==> src/hdl/vrt_pkg.sv <==
package vrt_pkg;
  // Horizontal chain.
  localparam logic [3:0] HPRE_RELOAD = 4'h7;
  localparam logic [3:0] HPRE_MAX = 4'hf;
  localparam logic [3:0] HINT_LAST = 4'hc;
  localparam logic [3:0] HINT_FIRST = 4'h0;
  localparam logic [8:0] HSYNC_CLKS = 9'h009;
  // Dot and symbol chain.
  localparam logic [3:0] DOT_RELOAD = 4'h6;
  localparam logic [3:0] DOT_MAX = 4'hf;
  // Sweep and line chain.
  localparam logic [3:0] SWEEP_TERM = 4'hf;
  localparam logic [8:0] FRAME_LAST = 9'h114;
  localparam logic [8:0] VISIBLE_SWEEPS = 9'h0f0;
  localparam logic [8:0] VBLANK_BOTTOM = 9'h008;
  localparam logic [8:0] VSYNC_SWEEP = 9'h0f8;
  // Forced vertical test sequence.
  localparam logic [8:0] TEST_LAST = 9'h024;
  localparam logic [8:0] TEST_BLANK = 9'h007;
  localparam logic [8:0] TEST_DEC_ON1 = 9'h007;
  localparam logic [8:0] TEST_DEC_OFF = 9'h00f;
  localparam logic [8:0] TEST_DEC_ON2 = 9'h016;
  // Pin synchroniser reset: test pin idles high.
  localparam logic [13:0] PIN_SYNC_RST = 14'h2000;
endpackage

==> src/hdl/vrt_h_if.sv <==
`timescale 1ns/1ps
interface vrt_h_if;
  logic base_tick;
  logic sweep_carry;
  logic sweep_edge;
  logic hsync;
  logic hsync_start;
  modport src (output base_tick, output sweep_carry, output sweep_edge,
    output hsync, output hsync_start);
  modport dst (input base_tick, input sweep_carry, input sweep_edge,
    input hsync, input hsync_start);
endinterface

==> src/hdl/vrt_timing.sv <==
`timescale 1ns/1ps
// Functional notes
// Prescaler reloads 7 on carry, divides nine
// Interval counter divides carries by thirteen
// Hsync matches carry width, one interval later
// Hsync triggers adjustable one-shot horizontal blanking
// Dot clock runs only outside horizontal blanking
// Sweep counter advances once per sweep carry
// Sweep reset low one interval, every 15th
// Line counter advances every fifteen sweeps
// Line MSB marks bottom half of text
// Vertical blanking covers sweep 240 onward, 37 bottom sweeps
// Test mode: seven blanked, thirty unblanked sweeps
// Test decoder: 7 off, 8 on, 7 off, 15 on
// Symbol counter counts strobes, optional 64 wide
// Horizontal blanking holds symbol counter at zero
// Symbol and line counts address display RAM
// Dot blank pulse once per sweep, settable
// Dot counter reloads 6, strobe every tenth
// Strobe latches character and advances address
// Vertical sync recurs every 277 sweeps
// Sixteen text lines make 240 visible sweeps
// Everything synchronous, carries used as enables
module vrt_timing import vrt_pkg::*; (
  // Clock and reset.
  input wire logic core_clk,
  input wire logic srst,
  // Settings and test pins.
  input wire logic [7:0] pos_set,
  input wire logic [3:0] width_set,
  input wire logic wide_line,
  input wire logic vtest_n,
  // Display memory.
  input wire logic [7:0] ram_rdata,
  input wire logic cpu_access,
  input wire logic [9:0] cpu_addr,
  output logic [9:0] ram_addr,
  output logic [1:0] ram_cs,
  output logic [7:0] char_latch,
  // Monitor and dot path.
  output logic comp_sync,
  output logic video_blank,
  output logic dot_blank,
  output logic dot_en,
  output logic eoc,
  output logic line_msb,
  output logic vdec_out
);

  ////////////////////////////////////////////////////////////////////////
  // Helpers.

  function automatic logic [8:0] wrap_inc(input logic [8:0] cnt,
      input logic [8:0] last);
    wrap_inc = (cnt == last) ? 9'h000 : cnt + 9'h001;
  endfunction

  function automatic logic [1:0] bank_dec(input logic [9:0] addr);
    bank_dec = addr[9] ? 2'b10 : 2'b01;
  endfunction

  ////////////////////////////////////////////////////////////////////////
  // Pin synchronisers; the pots and test clip are asynchronous.

  logic [13:0] pin_s1_reg;
  logic [13:0] pin_s2_reg;
  logic [7:0] pos_s;
  logic [3:0] width_s;
  logic wide_s;
  logic vtest_n_s;

  always_ff @(posedge core_clk) begin
    if (srst) begin
      pin_s1_reg <= PIN_SYNC_RST;
      pin_s2_reg <= PIN_SYNC_RST;
    end else begin
      pin_s1_reg <= {vtest_n, wide_line, width_set, pos_set};
      pin_s2_reg <= pin_s1_reg;
    end
  end

  assign pos_s = pin_s2_reg[7:0];
  assign width_s = pin_s2_reg[11:8];
  assign wide_s = pin_s2_reg[12];
  assign vtest_n_s = pin_s2_reg[13];

  ////////////////////////////////////////////////////////////////////////
  // Horizontal divider chain.

  vrt_h_if hb ();

  vrt_hdiv u_hdiv (
    .core_clk(core_clk),
    .srst(srst),
    .hb(hb.src)
  );

  ////////////////////////////////////////////////////////////////////////
  // Horizontal blanking one-shot, stretched beyond hsync by pos setting.

  logic [8:0] hb_cnt_reg;
  logic hblank;
  logic hblank_d_reg;

  assign hblank = (hb_cnt_reg != 9'h000);

  always_ff @(posedge core_clk) begin
    if (srst) begin
      hb_cnt_reg <= 9'h000;
    end else if (hb.hsync_start) begin
      hb_cnt_reg <= {1'b0, pos_s} + HSYNC_CLKS;
    end else if (hblank) begin
      hb_cnt_reg <= hb_cnt_reg - 9'h001;
    end
  end

  always_ff @(posedge core_clk) begin
    if (srst) begin
      hblank_d_reg <= 1'b0;
    end else begin
      hblank_d_reg <= hblank;
    end
  end

  ////////////////////////////////////////////////////////////////////////
  // Dot rate divider; the width setting picks the dot period.

  logic [3:0] div_reg;
  logic dot_tick;

  assign dot_tick = !hblank && (div_reg == width_s);

  always_ff @(posedge core_clk) begin
    if (srst) begin
      div_reg <= 4'h0;
    end else if (hblank || dot_tick) begin
      div_reg <= 4'h0;
    end else begin
      div_reg <= div_reg + 4'h1;
    end
  end

  ////////////////////////////////////////////////////////////////////////
  // Dot counter: end of character on every tenth dot.

  logic [3:0] dot_reg;
  logic eoc_tick;

  assign eoc_tick = dot_tick && (dot_reg == DOT_MAX);

  always_ff @(posedge core_clk) begin
    if (srst) begin
      dot_reg <= DOT_RELOAD;
    end else if (dot_tick) begin
      dot_reg <= eoc_tick ? DOT_RELOAD : dot_reg + 4'h1;
    end
  end

  ////////////////////////////////////////////////////////////////////////
  // Symbol counter; the top stage only runs for 64-symbol lines.

  logic [5:0] sym_reg;

  always_ff @(posedge core_clk) begin
    if (srst || hblank) begin
      sym_reg <= 6'h00;
    end else if (eoc_tick) begin
      if (wide_s) begin
        sym_reg <= sym_reg + 6'h01;
      end else begin
        sym_reg <= {1'b0, sym_reg[4:0] + 5'h01};
      end
    end
  end

  ////////////////////////////////////////////////////////////////////////
  // Dot blank: from end of blanking to the first character strobe.

  logic dblank_reg;

  always_ff @(posedge core_clk) begin
    if (srst) begin
      dblank_reg <= 1'b0;
    end else if (hblank_d_reg && !hblank) begin
      dblank_reg <= 1'b1;
    end else if (eoc_tick || hblank) begin
      dblank_reg <= 1'b0;
    end
  end

  ////////////////////////////////////////////////////////////////////////
  // Frame sweep count; restarting sweep and line counts at the frame
  // boundary keeps text rows aligned, since 277 is not a multiple of 15.

  logic [8:0] frame_reg;
  logic frame_wrap;

  assign frame_wrap = hb.sweep_edge && (frame_reg == FRAME_LAST);

  always_ff @(posedge core_clk) begin
    if (srst) begin
      frame_reg <= 9'h000;
    end else if (hb.sweep_edge) begin
      frame_reg <= wrap_inc(frame_reg, FRAME_LAST);
    end
  end

  ////////////////////////////////////////////////////////////////////////
  // Sweep counter with its delayed low-active reset pulse.

  logic [3:0] sw_reg;
  logic swrst_n_reg;

  always_ff @(posedge core_clk) begin
    if (srst) begin
      swrst_n_reg <= 1'b1;
    end else if (hb.hsync_start && sw_reg == SWEEP_TERM) begin
      swrst_n_reg <= 1'b0;
    end else if (hb.base_tick) begin
      swrst_n_reg <= 1'b1;
    end
  end

  always_ff @(posedge core_clk) begin
    if (srst || frame_wrap || !swrst_n_reg) begin
      sw_reg <= 4'h0;
    end else if (hb.sweep_edge) begin
      sw_reg <= sw_reg + 4'h1;
    end
  end

  ////////////////////////////////////////////////////////////////////////
  // Line counter: one step per text row of fifteen sweeps.

  logic [3:0] line_reg;

  always_ff @(posedge core_clk) begin
    if (srst || frame_wrap) begin
      line_reg <= 4'h0;
    end else if (hb.hsync_start && sw_reg == SWEEP_TERM) begin
      line_reg <= line_reg + 4'h1;
    end
  end

  ////////////////////////////////////////////////////////////////////////
  // Vertical decode, normal and forced-test sequences.

  logic [8:0] test_reg;
  logic test_mode;
  logic vblank;
  logic vsync;
  logic vdec;

  assign test_mode = !vtest_n_s;

  always_ff @(posedge core_clk) begin
    if (srst || !test_mode) begin
      test_reg <= 9'h000;
    end else if (hb.sweep_edge) begin
      test_reg <= wrap_inc(test_reg, TEST_LAST);
    end
  end

  always_comb begin
    if (test_mode) begin
      vblank = (test_reg < TEST_BLANK);
      vdec = (test_reg >= TEST_DEC_ON1 && test_reg < TEST_DEC_OFF) ||
        (test_reg >= TEST_DEC_ON2);
      vsync = 1'b0;
    end else begin
      vblank = (frame_reg >= VISIBLE_SWEEPS);
      vdec = (frame_reg >= VISIBLE_SWEEPS) &&
        (frame_reg < VISIBLE_SWEEPS + VBLANK_BOTTOM);
      vsync = (frame_reg == VSYNC_SWEEP);
    end
  end

  ////////////////////////////////////////////////////////////////////////
  // Registered outputs.

  logic [9:0] addr_next;

  assign addr_next = cpu_access ? cpu_addr : {line_reg, sym_reg};

  always_ff @(posedge core_clk) begin
    if (srst) begin
      ram_addr <= 10'h000;
      ram_cs <= 2'h1;
    end else begin
      ram_addr <= addr_next;
      ram_cs <= bank_dec(addr_next);
    end
  end

  always_ff @(posedge core_clk) begin
    if (srst) begin
      char_latch <= 8'h00;
    end else if (eoc_tick) begin
      char_latch <= ram_rdata;
    end
  end

  always_ff @(posedge core_clk) begin
    if (srst) begin
      comp_sync <= 1'b0;
      video_blank <= 1'b1;
      dot_blank <= 1'b0;
      dot_en <= 1'b0;
      eoc <= 1'b0;
      line_msb <= 1'b0;
      vdec_out <= 1'b0;
    end else begin
      comp_sync <= hb.hsync | vsync;
      video_blank <= hblank | vblank;
      dot_blank <= dblank_reg;
      dot_en <= dot_tick;
      eoc <= eoc_tick;
      line_msb <= line_reg[3];
      vdec_out <= vdec;
    end
  end
endmodule

==> src/hdl/vrt_hdiv.sv <==
`timescale 1ns/1ps
module vrt_hdiv import vrt_pkg::*; (
  // Clock and reset.
  input wire logic core_clk,
  input wire logic srst,
  // Horizontal timing out.
  vrt_h_if.src hb
);

  logic [3:0] pre_reg;
  logic [3:0] pre_next;
  logic [3:0] int_reg;
  logic [3:0] int_next;

  assign hb.base_tick = (pre_reg == HPRE_MAX);
  assign hb.sweep_carry = (int_reg == HINT_LAST);
  assign hb.hsync = (int_reg == HINT_FIRST);
  assign hb.sweep_edge = hb.base_tick && (int_reg == HINT_LAST - 4'h1);
  assign hb.hsync_start = hb.base_tick && hb.sweep_carry;

  always_comb begin
    pre_next = hb.base_tick ? HPRE_RELOAD : pre_reg + 4'h1;
    int_next = int_reg;
    if (hb.base_tick) begin
      int_next = hb.sweep_carry ? HINT_FIRST : int_reg + 4'h1;
    end
  end

  always_ff @(posedge core_clk) begin
    if (srst) begin
      pre_reg <= HPRE_RELOAD;
      int_reg <= HINT_FIRST;
    end else begin
      pre_reg <= pre_next;
      int_reg <= int_next;
    end
  end
endmodule

==> config.mk <==
export PLATFORM = sky130hd
export DESIGN_NAME = vrt_timing
export DESIGN_NICKNAME = d
export VERILOG_FILES = /design/src/hdl/vrt_pkg.sv /design/src/hdl/vrt_h_if.sv /design/src/hdl/vrt_timing.sv /design/src/hdl/vrt_hdiv.sv
export SDC_FILE = /design/constraint.sdc
export NUM_CORES = 1
export LEC_CHECK = 0
export BUFFER_PORTS_ARGS = -buffer_cell sky130_fd_sc_hd__buf_2
export CORE_UTILIZATION = 35
export DETAILED_ROUTE_END_ITERATION = 12
export SYNTH_ARGS = -nofsm -noshare
export SYNTH_HDL_FRONTEND = slang
export SYNTH_SLANG_ARGS = --single-unit
==> constraint.sdc <==
create_clock -name core_clk -period 2.43 [get_ports core_clk]
set_input_delay 0.729 -clock core_clk [delete_from_list [all_inputs] [get_ports core_clk]]
set_output_delay 0.729 -clock core_clk [all_outputs]
set_load 0.01 [all_outputs]
==> results by group <==
Timing
  – Relative slew slack: 60.18%
  – Clk_skew: 0.006641 ns
  – Slew Viols, Final: 0
  – RSZ-0062 raised after global routing: no
  – Final Critical Period: 2.176 ns
  – Setup tns final: 0 ns
  – Fin worst setup slack: 0.2536 ns
  – Endpoints failing hold: 0
  – Least-Margin Pin Slew: 0.5919 ns
  – Tcrit/Tclk final: 89.56%
  – Fmax: 459.5 MHz
  – Setup Viol. Count Final: 0

Die
  – Die area: 13,630 µm²
  – Ports: 62
  – Area of the core: 12,720 µm²
  – Die Span Y: 116.7 µm
  – Die X: 116.7 µm
  – Initial core utilization: 36.21%
  – Rows: 41

GRT
  – Grt total ovfl: 0
  – Vias in the first global route: 3,222
  – Gr usage total: 13.78%
  – First-pass GRT wire length: 14.40 mm
  – Largest net degree at the start of global routing: 63
  – Initial antenna violation count: 0

Placement
  – IO Port Bufs: 61
  – GP Congestion: 0.8122
  – Dpl ws: 0.3171 ns
  – DP HPWL: 5.995 mm

Clock network
  – Postcts setup bufs: 0
  – CTS tree: built
  – Root Driver: clkbuf_16
  – Cts hold-fix bufs: 0
  – Clock Tree Buf Depth: 2
  – Clk slew on worst S/H paths: 0.05 ns
  – H-tree levels: 4
  – # resized after CTS: 0
  – Clk_lat worst skew: 0.40 ns
  – Clk sink count: 114
  – Cts bufs inserted: 17

Yosys
  – FF+latch count, synth: 114
  – Cell Area, Synth: 4607 µm²
  – Register area share after synthesis: 49.54%
  – Top-area cell type share of the netlist area: 49.54%
  – Yosys cell types: 48
  – Number of synthesized flops with an enable pin: 0
  – Yosys warning count: 0
  – Top cells by count, synth: dfxtp_1, nor2_1, nand2_1
  – Gate Count Post-Synth: 498
  – Most frequent cell after synthesis: dfxtp_1
  – Avg Inst Size Synth: 9.251 µm²
  – Most used DFF post-synth: dfxtp_1
  – Post-synth top area cell: dfxtp_1
  – Synth async-reset ratio: 0%
  – Area contributors post-synth: dfxtp_1, nor2_1, nor2b_1, xor2_1, ha_1
  – Syn Nets: 548

Routing
  – Drt wl/cell: 11.66 µm
  – DRT Wirelength: 8.754 mm
  – Pre-antenna DRT Iters: 4
  – DR vias: 3,544
  – Detailed Route Iter0 Violations: 152
  – ANT nets after route: 0
  – DRC Markers: 0
  – Vias per cell: 4.719

Critical path
  – Crit-path max FO: 13
  – Critical path type: reg -> reg
  – Worst path slowest cell: or3_4
  – Endpoint type of the worst setup path: register
  – Critical Path Source Type: register
  – Critical-path cell list: inv_1, ha_1, and2b_1, nand3_4, or3_4, or3_1, a21oi_1
  – Worst EP required: 2.77 ns
  – CP arrival: 2.51 ns
  – CP max stage delay: 0.48 ns
  – Setup slack, reg-to-reg: 0.25 ns

Final layout
  – Share of cells above drive strength 1: 19.52%
  – Synth-to-layout area growth: 25.31%
  – Ant diodes: 0
  – Number of fill cells: 1,259
  – Nets: 616

Job
  – Max Cap Viol: 0

Min path
  – Hold Crit Class: reg -> reg

Power
  – Worst VDD drop: 0.5238 mV
  – Leakage: 2.338 nW
  – Power Density: 1001 nW/µm²

Outcome
  – Outcome: finished, final reports clean
critical path: cells and delay by family (launching register included):
| kind | cells | cell delay [ns] |
|---|---|---|
| simple gates | 4 | 1.31 |
| flops | 1 | 0.34 |
| fa+ha+maj | 1 | 0.25 |
| compound gates | 1 | 0.14 |
| buf+inv | 1 | 0.07 |
metrics by stage:
stage	instance area, µm²	total power [mW]	cells	hold WS, ns	util, %
floorplan	4607	2.881	498	0.3707	-
global placement	5122	3.095	719	0.3811	40.26
detailed placement	5122	3.115	719	0.3900	40.26
CTS	5773	5.843	751	0.4087	45.38
global route	5773	6.046	751	0.4212	45.38
finish	5773	5.778	751	0.4039	45.38
layout make-up:
cell class,instances,area (µm²),area share (%)
clock buffers,18,439.2,7.607
clock inverters,14,211.5,3.663
inverters,12,45.04,0.7802
multi-input cells,350,2187,37.88
flip-flops and latches,114,2282,39.53
well taps,172,215.2,3.728
repair buffers,71,392.9,6.805
layer usage:
layer | track usage [%] | wire length (µm) | part of all wire (%)
met1 | 16.36 | 4194 | 48
met2 | 22.41 | 4058 | 46
met3 | 4.411 | 401 | 4.6
met4 | 6.920 | 99 | 1.1
met5 | 0 | 0 | 0
cells by family after synthesis:
group / synth area share, %
flops: 49.54
xor+xnor: 7.034
mux: 3.476
simple gates: 24.58
compound gates: 8.311
buf+inv: 2.987
fa+ha+maj: 4.074
placed cells by master, fill, tap and decap left out, drive strengths merged, types with 5 or more instances in the layout:
cell type    n
a21oi       27
a31oi        5
and3         8
buf         71
bufinv       5
clkbuf      18
clkinvlp     5
dfxtp      114
ha          15
inv         12
mux2i       16
nand2       44
nand2b       5
nand3       12
nand4       12
nor2        68
nor2b       32
nor3        10
nor4         5
o21ai        9
or2          5
or3          6
xnor2       15
xor2        22
power breakdown:
part / internal, mW / leakage (nW) / total [mW] / switching, mW
Clock: 1.84 / 0.304 / 2.68 / 0.844
Combinational: 0.401 / 1.10 / 0.921 / 0.520
Sequential: 2.03 / 0.930 / 2.17 / 0.140
Total: 4.27 / 2.34 / 5.78 / 1.50
worst paths after layout:
path	start	endpoint	cells after the start
min	u_hdiv.pre_reg[0]	u_hdiv.pre_reg[0]	1
max reg2reg	hb_cnt_reg[0]	sym_reg[3]	7
min reg2reg	u_hdiv.pre_reg[0]	u_hdiv.pre_reg[0]	1
max	hb_cnt_reg[0]	sym_reg[3]	7
(Power assumes the default switching activity.)
